$ cat src/hw/coad_pkg.sv
// Constants shared by the operand-addressing and flag-update block.
// Assumes an APB master on the CPU clock and byte addresses on paddr.
//
// How it works
// - Eight byte registers numbered 0-7 map X,A,C,B,E,D,L,H in order.
// - Four word pairs 0-3 are AX, BC, DE, HL, built from registers.
// - Short-direct operand reaches FE20H-FF1FH only; its word form is even.
// - Absolute operand spans 0000H-FFFFH; word transfers use even addresses.
// - Call-table operand selects even addresses between 0040H and 007FH.
// - Bit-number operand is three bits choosing one of eight positions.
// - Byte immediates are 8 bits, word immediates 16 bits from the stream.
// - Relative offset is signed 8-bit, sign-extended, then added to PC.
// - Register A is byte accumulator, pair AX the word accumulator.
// - Each pair is reachable as separate high and low bytes.
// - Zero, half carry and carry are each kept, cleared, set, taken from result or restored.
// - Status word holds zero, half carry, carry and interrupt enable flags.
// - A flag stays set while a non-maskable interrupt is being serviced.
// - No interrupt is serviced while flash self-programming runs.
package coad_pkg;
   // Register map, byte addresses on the APB
   localparam logic [7:0] OFF_GPR0 = 8'h00;
   localparam logic [7:0] OFF_PAIR0 = 8'h20;
   localparam logic [7:0] OFF_PSW = 8'h30;
   localparam logic [7:0] OFF_FLAGCMD = 8'h34;
   localparam logic [7:0] OFF_SAVED = 8'h38;
   localparam logic [7:0] OFF_CTRL = 8'h3C;
   localparam logic [7:0] OFF_STATUS = 8'h40;
   localparam logic [7:0] OFF_OPCMD = 8'h44;
   localparam logic [7:0] OFF_OPRES = 8'h48;
   localparam logic [7:0] OFF_PC = 8'h4C;

   localparam int NUM_GPR = 8;
   localparam int NUM_PAIR = 4;
   localparam int GPR_X = 0;
   localparam int GPR_A = 1;
   localparam logic [7:0] GPR_RST = 8'h00;
   localparam logic [15:0] PC_RST = 16'h0000;

   // Status word layout
   localparam int PSW_IE = 7;
   localparam int PSW_Z = 6;
   localparam int PSW_AC = 4;
   localparam int PSW_CY = 0;
   localparam logic [7:0] PSW_MASK = 8'hD1;
   localparam logic [7:0] PSW_RST = 8'h00;

   // Operand ranges
   localparam logic [15:0] SADDR_LO = 16'hFE20;
   localparam logic [15:0] SADDR_HI = 16'hFF1F;
   localparam logic [15:0] CALLT_LO = 16'h0040;
   localparam logic [15:0] CALLT_HI = 16'h007F;

   // Operand kinds
   localparam int KIND_W = 4;
   localparam logic [3:0] K_SHORT_B = 4'h0;
   localparam logic [3:0] K_SHORT_W = 4'h1;
   localparam logic [3:0] K_ABS_B = 4'h2;
   localparam logic [3:0] K_ABS_W = 4'h3;
   localparam logic [3:0] K_CALLT = 4'h4;
   localparam logic [3:0] K_REL = 4'h5;
   localparam logic [3:0] K_BIT = 4'h6;
   localparam logic [3:0] K_IMM_B = 4'h7;
   localparam logic [3:0] K_IMM_W = 4'h8;

   // Flag update modes
   localparam logic [2:0] FM_KEEP = 3'h0;
   localparam logic [2:0] FM_CLR = 3'h1;
   localparam logic [2:0] FM_SET = 3'h2;
   localparam logic [2:0] FM_RES = 3'h3;
   localparam logic [2:0] FM_RESTORE = 3'h4;

   // Flag command fields
   localparam int FC_Z_LSB = 0;
   localparam int FC_AC_LSB = 4;
   localparam int FC_CY_LSB = 8;
   localparam int FC_ZRES = 12;
   localparam int FC_ACRES = 13;
   localparam int FC_CYRES = 14;
   localparam int FC_SAVE = 16;

   // Control and status bits
   localparam int CTRL_SELFPROG = 0;
   localparam int CTRL_NMI_END = 1;
   localparam int ST_NMI = 0;
   localparam int ST_SELFPROG = 1;
   localparam int ST_IRQPEND = 2;

   // Operand command and result fields
   localparam int OPC_KIND_LSB = 16;
   localparam int OPR_VALID = 16;
   localparam int OPR_EVEN = 17;
endpackage : coad_pkg

$ cat src/hw/coad_operand_decode.sv
// Operand decoder: bounds and forms the effective operand value.
// Purely combinational; the caller registers whatever it presents.
`timescale 1ns/100ps
`default_nettype none
module coad_operand_decode
   import coad_pkg::*;
(
   input wire logic [3:0] kind,
   input wire logic [15:0] operand,
   input wire logic [15:0] pc,
   output logic [15:0] result,
   output logic inRange,
   output logic evenForced
);
   logic [15:0] evenAddr;
   assign evenAddr = {operand[15:1], 1'b0}; // Low bit dropped on even-only forms

   // Per-kind shaping and range check
   always_comb begin
      result = 16'h0000;
      inRange = 1'b0;
      evenForced = 1'b0;
      unique case (kind)
         K_SHORT_B: begin
            result = operand;
            inRange = (operand >= SADDR_LO) && (operand <= SADDR_HI);
         end
         K_SHORT_W: begin
            result = evenAddr;
            inRange = (evenAddr >= SADDR_LO) && (evenAddr <= SADDR_HI);
            evenForced = operand[0];
         end
         K_ABS_B: begin
            result = operand;
            inRange = 1'b1; // Whole 64K space
         end
         K_ABS_W: begin
            result = evenAddr;
            inRange = 1'b1;
            evenForced = operand[0];
         end
         K_CALLT: begin
            result = evenAddr;
            inRange = (evenAddr >= CALLT_LO) && (evenAddr <= CALLT_HI);
            evenForced = operand[0];
         end
         K_REL: begin
            result = 16'(pc + {{8{operand[7]}}, operand[7:0]});
            inRange = 1'b1;
         end
         K_BIT: begin
            result = {8'h00, 8'(8'h01 << operand[2:0])};
            inRange = (operand[15:3] == 13'h0000);
         end
         K_IMM_B: begin
            result = {8'h00, operand[7:0]};
            inRange = 1'b1;
         end
         K_IMM_W: begin
            result = operand;
            inRange = 1'b1;
         end
         default: begin
            result = 16'h0000; // Unknown kind reads as out of range
            inRange = 1'b0;
         end
      endcase
   end
endmodule : coad_operand_decode
`default_nettype wire

$ cat src/hw/coad_core.sv
// Register file, status word, interrupt gating and operand service.
// Assumes an APB master on clk; interrupt request pins are asynchronous.
`timescale 1ns/100ps
`default_nettype none
module coad_core
   import coad_pkg::*;
(
   input wire logic clk,
   input wire logic rstn,
   input wire logic ce,
   input wire logic psel,
   input wire logic penable,
   input wire logic pwrite,
   input wire logic [7:0] paddr,
   input wire logic [31:0] pwdata,
   output logic [31:0] prdata,
   output logic pready,
   output logic pslverr,
   input wire logic irqReqPin,
   input wire logic nmiReqPin,
   output logic irqAccept,
   output logic nmiAccept,
   output logic [7:0] accByte,
   output logic [15:0] accWord,
   output logic nmiActive,
   output logic selfProgActive
);
   logic [7:0] gpr_q [NUM_GPR];
   logic [7:0] psw_q, savedPsw_q;
   logic [15:0] pc_q;
   logic [19:0] opCmd_q;
   logic pready_q, pslverr_q;
   logic [31:0] prdata_q;
   logic selfProg_q, nmiActive_q, nmiPend_q;
   logic irqAccept_q, nmiAccept_q;
   logic irqS1_q, irqS2_q, nmiS1_q, nmiS2_q, nmiS3_q;
   logic access, wrEn, rdTake, isGpr, isPair, hit;
   logic [2:0] gprIdx;
   logic [1:0] pairIdx;
   logic [31:0] rdData;
   logic irqTake, nmiTake, nmiEdge, nmiEnd;
   logic [15:0] opResult;
   logic opInRange, opEven;

   // APB phases: one wait state, write lands at the pready edge
   assign access = psel & penable;
   assign wrEn = access & pready_q & pwrite;
   assign rdTake = access & ~pready_q;
   assign isGpr = (paddr[7:5] == OFF_GPR0[7:5]) && (paddr[1:0] == 2'b00);
   assign isPair = (paddr[7:4] == OFF_PAIR0[7:4]) && (paddr[1:0] == 2'b00);
   assign gprIdx = paddr[4:2];
   assign pairIdx = paddr[3:2];
   assign nmiEnd = wrEn && (paddr == OFF_CTRL) && pwdata[CTRL_NMI_END];

   // Read mux and address decode
   always_comb begin
      rdData = 32'h0000_0000;
      hit = 1'b1;
      if (isGpr) begin
         rdData[7:0] = gpr_q[gprIdx];
      end else if (isPair) begin
         rdData[15:0] = {gpr_q[{pairIdx, 1'b1}], gpr_q[{pairIdx, 1'b0}]};
      end else begin
         unique case (paddr)
            OFF_PSW: rdData[7:0] = psw_q;
            OFF_FLAGCMD: rdData = 32'h0000_0000;
            OFF_SAVED: rdData[7:0] = savedPsw_q;
            OFF_CTRL: rdData[CTRL_SELFPROG] = selfProg_q;
            OFF_STATUS: begin
               rdData[ST_NMI] = nmiActive_q;
               rdData[ST_SELFPROG] = selfProg_q;
               rdData[ST_IRQPEND] = irqS2_q;
            end
            OFF_OPCMD: rdData[19:0] = opCmd_q;
            OFF_OPRES: rdData[17:0] = {opEven, opInRange, opResult};
            OFF_PC: rdData[15:0] = pc_q;
            default: hit = 1'b0;
         endcase
      end
   end

   // Bus answer flops; error only for unmapped or misaligned words
   always_ff @(posedge clk or negedge rstn) begin
      if (!rstn) begin
         pready_q <= 1'b0;
         pslverr_q <= 1'b0;
         prdata_q <= 32'h0000_0000;
      end else if (ce) begin
         pready_q <= rdTake;
         pslverr_q <= rdTake & ~hit;
         if (rdTake && !pwrite) begin
            prdata_q <= rdData;
         end
      end
   end

   // General registers; a pair write fills both halves at once
   genvar g;
   generate
      for (g = 0; g < NUM_GPR; g++) begin : gGpr
         always_ff @(posedge clk or negedge rstn) begin
            if (!rstn) begin
               gpr_q[g] <= GPR_RST;
            end else if (ce && wrEn) begin
               if (isGpr && gprIdx == 3'(g)) begin
                  gpr_q[g] <= pwdata[7:0];
               end else if (isPair && pairIdx == 2'(g / 2)) begin
                  gpr_q[g] <= (g % 2 == 1) ? pwdata[15:8] : pwdata[7:0];
               end
            end
         end
      end
   endgenerate

   // Accumulators come straight off the register flops
   assign accByte = gpr_q[GPR_A];
   assign accWord = {gpr_q[GPR_A], gpr_q[GPR_X]};

   // One flag's next value under the five update modes
   function automatic logic flagNext(input logic [2:0] mode, input logic cur,
                                     input logic res, input logic saved);
      logic v;
      v = cur;
      unique case (mode)
         FM_CLR: v = 1'b0;
         FM_SET: v = 1'b1;
         FM_RES: v = res;
         FM_RESTORE: v = saved;
         default: v = cur; // Keep, also for unused codes
      endcase
      return v;
   endfunction : flagNext

   // Status word; an accepted maskable request drops IE last so it wins
   always_ff @(posedge clk or negedge rstn) begin
      if (!rstn) begin
         psw_q <= PSW_RST;
      end else if (ce) begin
         if (wrEn && paddr == OFF_PSW) begin
            psw_q <= pwdata[7:0] & PSW_MASK;
         end else if (wrEn && paddr == OFF_FLAGCMD) begin
            psw_q[PSW_Z] <= flagNext(pwdata[FC_Z_LSB +: 3], psw_q[PSW_Z],
                                     pwdata[FC_ZRES], savedPsw_q[PSW_Z]);
            psw_q[PSW_AC] <= flagNext(pwdata[FC_AC_LSB +: 3], psw_q[PSW_AC],
                                      pwdata[FC_ACRES], savedPsw_q[PSW_AC]);
            psw_q[PSW_CY] <= flagNext(pwdata[FC_CY_LSB +: 3], psw_q[PSW_CY],
                                      pwdata[FC_CYRES], savedPsw_q[PSW_CY]);
         end
         if (irqTake) begin
            psw_q[PSW_IE] <= 1'b0;
         end
      end
   end

   // Saved copy used by restore; taken on command or on any accept
   always_ff @(posedge clk or negedge rstn) begin
      if (!rstn) begin
         savedPsw_q <= PSW_RST;
      end else if (ce) begin
         if (irqTake || nmiTake) begin
            savedPsw_q <= psw_q;
         end else if (wrEn && paddr == OFF_FLAGCMD && pwdata[FC_SAVE]) begin
            savedPsw_q <= psw_q;
         end
      end
   end

   // Self-programming mode bit; software keeps the clock and staging rules
   always_ff @(posedge clk or negedge rstn) begin
      if (!rstn) begin
         selfProg_q <= 1'b0;
      end else if (ce && wrEn && paddr == OFF_CTRL) begin
         selfProg_q <= pwdata[CTRL_SELFPROG];
      end
   end

   // Operand command and program counter for the relative form
   always_ff @(posedge clk or negedge rstn) begin
      if (!rstn) begin
         opCmd_q <= 20'h0_0000;
         pc_q <= PC_RST;
      end else if (ce && wrEn) begin
         if (paddr == OFF_OPCMD) begin
            opCmd_q <= pwdata[19:0];
         end
         if (paddr == OFF_PC) begin
            pc_q <= pwdata[15:0];
         end
      end
   end

   coad_operand_decode uDecode (
      .kind(opCmd_q[OPC_KIND_LSB +: KIND_W]),
      .operand(opCmd_q[15:0]),
      .pc(pc_q),
      .result(opResult),
      .inRange(opInRange),
      .evenForced(opEven)
   );

   // Pin synchronisers; the first stages feed no logic, the NMI edge uses its last two
   always_ff @(posedge clk or negedge rstn) begin
      if (!rstn) begin
         irqS1_q <= 1'b0;
         irqS2_q <= 1'b0;
         nmiS1_q <= 1'b0;
         nmiS2_q <= 1'b0;
         nmiS3_q <= 1'b0;
      end else if (ce) begin
         irqS1_q <= irqReqPin;
         irqS2_q <= irqS1_q;
         nmiS1_q <= nmiReqPin;
         nmiS2_q <= nmiS1_q;
         nmiS3_q <= nmiS2_q;
      end
   end

   // Acceptance: maskable gated by IE; nothing while self-programming
   assign nmiEdge = nmiS2_q & ~nmiS3_q;
   assign irqTake = irqS2_q & psw_q[PSW_IE] & ~selfProg_q & ~nmiActive_q;
   assign nmiTake = nmiPend_q & ~selfProg_q & ~nmiActive_q;

   // NMI pending holds the edge until it can be serviced; set wins
   always_ff @(posedge clk or negedge rstn) begin
      if (!rstn) begin
         nmiPend_q <= 1'b0;
      end else if (ce) begin
         if (nmiEdge) begin
            nmiPend_q <= 1'b1;
         end else if (nmiTake) begin
            nmiPend_q <= 1'b0;
         end
      end
   end

   // Servicing flag: set on accept, cleared at end; set wins the tie
   always_ff @(posedge clk or negedge rstn) begin
      if (!rstn) begin
         nmiActive_q <= 1'b0;
      end else if (ce) begin
         if (nmiTake) begin
            nmiActive_q <= 1'b1;
         end else if (nmiEnd) begin
            nmiActive_q <= 1'b0;
         end
      end
   end

   // Accept pulses, one cycle each
   always_ff @(posedge clk or negedge rstn) begin
      if (!rstn) begin
         irqAccept_q <= 1'b0;
         nmiAccept_q <= 1'b0;
      end else if (ce) begin
         irqAccept_q <= irqTake;
         nmiAccept_q <= nmiTake;
      end
   end

   assign prdata = prdata_q;
   assign pready = pready_q;
   assign pslverr = pslverr_q;
   assign irqAccept = irqAccept_q;
   assign nmiAccept = nmiAccept_q;
   assign nmiActive = nmiActive_q;
   assign selfProgActive = selfProg_q;
endmodule : coad_core
`default_nettype wire

$ cat config.mk
export PLATFORM = sky130hd
export DESIGN_NAME = coad_core
export DESIGN_NICKNAME = d
export VERILOG_FILES = /design/src/hw/coad_pkg.sv /design/src/hw/coad_operand_decode.sv /design/src/hw/coad_core.sv
export SDC_FILE = /design/constraint.sdc
export NUM_CORES = 1
export LEC_CHECK = 0
export BUFFER_PORTS_ARGS = -buffer_cell sky130_fd_sc_hd__buf_2
export CORE_ASPECT_RATIO = 2
export CORE_MARGIN = 2
export CORE_UTILIZATION = 59
export DETAILED_ROUTE_END_ITERATION = 8
export GPL_ROUTABILITY_DRIVEN = 0
export PLACE_DENSITY = 0.9
export SYNTH_ARGS = -nofsm -noshare
export SYNTH_HDL_FRONTEND = slang
export SYNTH_SLANG_ARGS = --single-unit
$ cat constraint.sdc
create_clock -name clk -period 3.1 [get_ports clk]
set_input_delay 0.465 -clock clk [delete_from_list [all_inputs] [get_ports clk]]
set_output_delay 0.465 -clock clk [all_outputs]
set_load 0.02 [all_outputs]
==> impl_metrics.tcl <==
set metrics [dict create \
    dieArea_um2 15800 \
    die_y_um 176 \
    synthArstFlopShare_pct 100 \
    wl_um 28800 \
    wire_per_inst_um 25.9 \
    fin_skew_ns 0.00944 \
    die_w_um 90.0 \
    grt_usage_pct 37.3 \
    rsz0062_at_grt "false" \
    synthCells 847 \
    netlist_area_um2 8720 \
    powerDensity_nw_per_um2 468 \
    synth_adder_area_share_pct 2.38 \
    insertion_delay_ns 0.44 \
    slew_headroom_pct 22.5 \
    worst_pin_slew_ns 1.15 \
    clockRootBuffer "clkbuf_16" \
    yosys_warnings 0 \
    maxCapViolCount 0 \
    synth_compound_area_share_pct 13.3 \
    grt_max_degree 58 \
    holdCritPathClass "primary input to asynchronous set/reset pin" \
    vdd_ir_drop_max_uv 518 \
    leakagePower_nw 4.69 \
    hold_violations 20 \
    vias 7822 \
    remaining_drc_errors 0 \
    grt_pass1_wl_um 44300 \
    clk_path_buf_depth 2 \
    synth_top_family_by_area "multiplexers" \
    vias_per_cell 7.03 \
    antenna_found_initial 0 \
    cts_buffers 17 \
    cp-start-kind "flip-flop" \
    failed_checks "negative hold slack" \
    synth_ff_type "dfrtp_1" \
    period_share_pct 93.2 \
    fmax_ghz 0.346 \
    drive_gt1_share_pct 29.3 \
    first_global_vias 7876 \
    avgSynthCellArea_um2 10.3 \
    status "finished with violations" \
    arrival_ns 3.22 \
    synth_edf_count 0 \
    drtIter0Drc 1060 \
    utilization_pct 68.3 \
    cp.required_ns 3.43 \
    initial_core_util_pct 60.4 \
    htree_num_levels 4 \
    crit_type "flip-flop to flip-flop" \
    slew_violations 0 \
    preCtsSetupSlack_ns 0.217 \
    layout.nets 971 \
    postCtsHoldBufs 0 \
    seq_area_frac_synth_pct 40.2 \
    tritoncts "built" \
    synth_seq_cells 140 \
    port_buffers 85 \
    end_kind "flip-flop" \
    synth_xor_xnor_area_share_pct 1.41 \
    timing.hold.ws_ns -0.0120 \
    finalSetupViolations 0 \
    yosys-mux-area-fraction_pct 24.1 \
    drtPass1Iterations 6 \
    pin_count 110 \
    ant_nets 0 \
    overflow 0 \
    synthSimpleGateAreaFrac_pct 12.4 \
    core.rowCount 62 \
    core-area_um2 14400 \
    nFillCells 1018 \
    num_antenna_cells 0 \
    synth_cell_types 68 \
    period_minus_slack_ns 2.89 \
    dp_hpwl_um 19300 \
    clock-sinks 140 \
    path_clk_slew_ns 0.07 \
    finalSetupTns_ns 0 \
    area_growth_pct 13.0 \
    worst-path-max-fanout 10 \
    fin_ws_ns 0.212 \
]
-- worst max-delay path, stage by stage, from the launching register on --
cell and delay [ns]:
dfrtp_2 0.45, ha_1 0.20, inv_1 0.06, fa_1 0.39, nand2b_1 0.18, a21oi_1 0.23
nor4_1 0.11, o41ai_1 0.31, buf_4 0.21, o2111ai_1 0.14, a32o_1 0.27, a211o_1 0.22
-- flip-flops by register name (all words and copies together), names as in the netlist --
register	count
irqS1_q	1
irqAccept	1
pready	1
psw_q	4
accWord	8
nmiAccept	1
savedPsw_q	4
accByte	8
irqS2_q	1
pc_q	16
nmiS3_q	1
nmiS1_q	1
pslverr	1
nmiActive	1
nmiS2_q	1
nmiPend_q	1
opCmd_q	20
gpr_q	48
prdata	20
selfProgActive	1
-- per-stage QoR --
stage	power, W	cells	cell area [um^2]	hold slack (ns)
global route	0.00472	1112	9850	0.0156
detailed placement	0.00239	1080	9210	0.457
CTS	0.00459	1112	9850	0.00321
finish	0.00461	1112	9850	-0.0120
floorplan	0.00221	858	8760	0.169
global placement	0.00237	1080	9210	0.441
-- worst paths after layout --
| kind | from | endpoint | slack [ns] | cells past startpoint |
|---|---|---|---|---|
| setup / recovery | opCmd_q[0] | prdata[14] | 0.21 | 11 |
| hold / removal | rstn | gpr_q[35] | -0.01 | 1 |
| setup reg to reg | opCmd_q[0] | prdata[14] | 0.21 | 11 |
| hold reg to reg | prdata[18] | prdata[18] | 0.47 | 2 |
| max in group asynchronous | rstn | prdata[19] | 2.27 | 2 |
| min in group clk | pwdata[19] | opCmd_q[19] | 0.26 | 2 |
-- where the power goes --
part           total [W]  switching (W)  internal [W]
registers        0.00193      0.0000425       0.00188
clock network    0.00223       0.000839       0.00139
logic           0.000447       0.000305      0.000143
total            0.00461        0.00119       0.00342
-- Yosys cell counts (5+ instances only) --
cell type	number	area, um^2
nand2b_1	8	50.1
mux2i_1	53	531
mux2_2	69	777
xor2_1	12	105
nor2_1	46	173
dfrtp_1	140	3500
buf_4	36	270
mux2_4	8	120
inv_1	9	33.8
nand2_1	94	353
nor4_1	5	31.3
ha_1	15	188
a21o_1	5	37.5
a31oi_1	8	50.1
nor2b_1	5	31.3
nand3_1	14	70.1
clkbuf_1	30	113
a22oi_1	8	60.1
o221ai_1	6	52.6
mux4_2	30	676
buf_2	20	100
nor3_1	20	100
a211oi_1	6	45.0
o21ai_0	62	310
a21oi_1	59	295
-- layout make-up --
type	instances	area, um^2	area share [%]
inverters	9	33.8	0.343
repair buffers	120	719	7.30
flip-flops and latches	140	3500	35.6
clock buffers	19	453	4.60
multi-input cells	619	4710	47.8
well taps	192	240	2.44
clock inverters	13	188	1.91
-- repair_timing --
item / 4_1_cts / 5_1_grt
setup endpoints to repair: 0 / 1
resized for setup: 0 / 1
buffers inserted: 0 / 0
-- cell families (layout without fill, tap and decap cells) --
kind of cell	after synthesis	count (layout)
muxes	160	160
and+or+nand+nor	226	226
xor gates and xnor gates	14	14
other	1	12
AOI/OAI and AO/OA	191	191
adders and majority gates	16	16
buffers and inverters	99	161
DFF	140	140
-- placed cells by master, fill, tap and decap left out, types with 8 or more instances in the layout --
| cell type | count |
|---|---|
| dfrtp_1 | 139 |
| nand2_1 | 94 |
| buf_2 | 84 |
| mux2_2 | 69 |
| o21ai_0 | 62 |
| a21oi_1 | 59 |
| mux2i_1 | 53 |
| nor2_1 | 46 |
| buf_4 | 33 |
| mux4_2 | 30 |
| nor3_1 | 20 |
| clkbuf_16 | 17 |
| ha_1 | 15 |
| nand3_1 | 14 |
| xor2_1 | 12 |
| conb_1 | 12 |
| inv_1 | 9 |
| nand2b_1 | 8 |
| a31oi_1 | 8 |
| a22oi_1 | 8 |
| mux2_4 | 8 |
-- routing by layer --
layer / vias up / wire (um) / track usage, %
met5: - / 0 / 0
met4: 0 / 2880 / 32.4
met3: 233 / 3030 / 10.3
met2: 667 / 14100 / 60.7
met1: 3746 / 8750 / 39.6
li1: 3176 / - / -
Note: power is estimated with default switching activity, not from simulation.
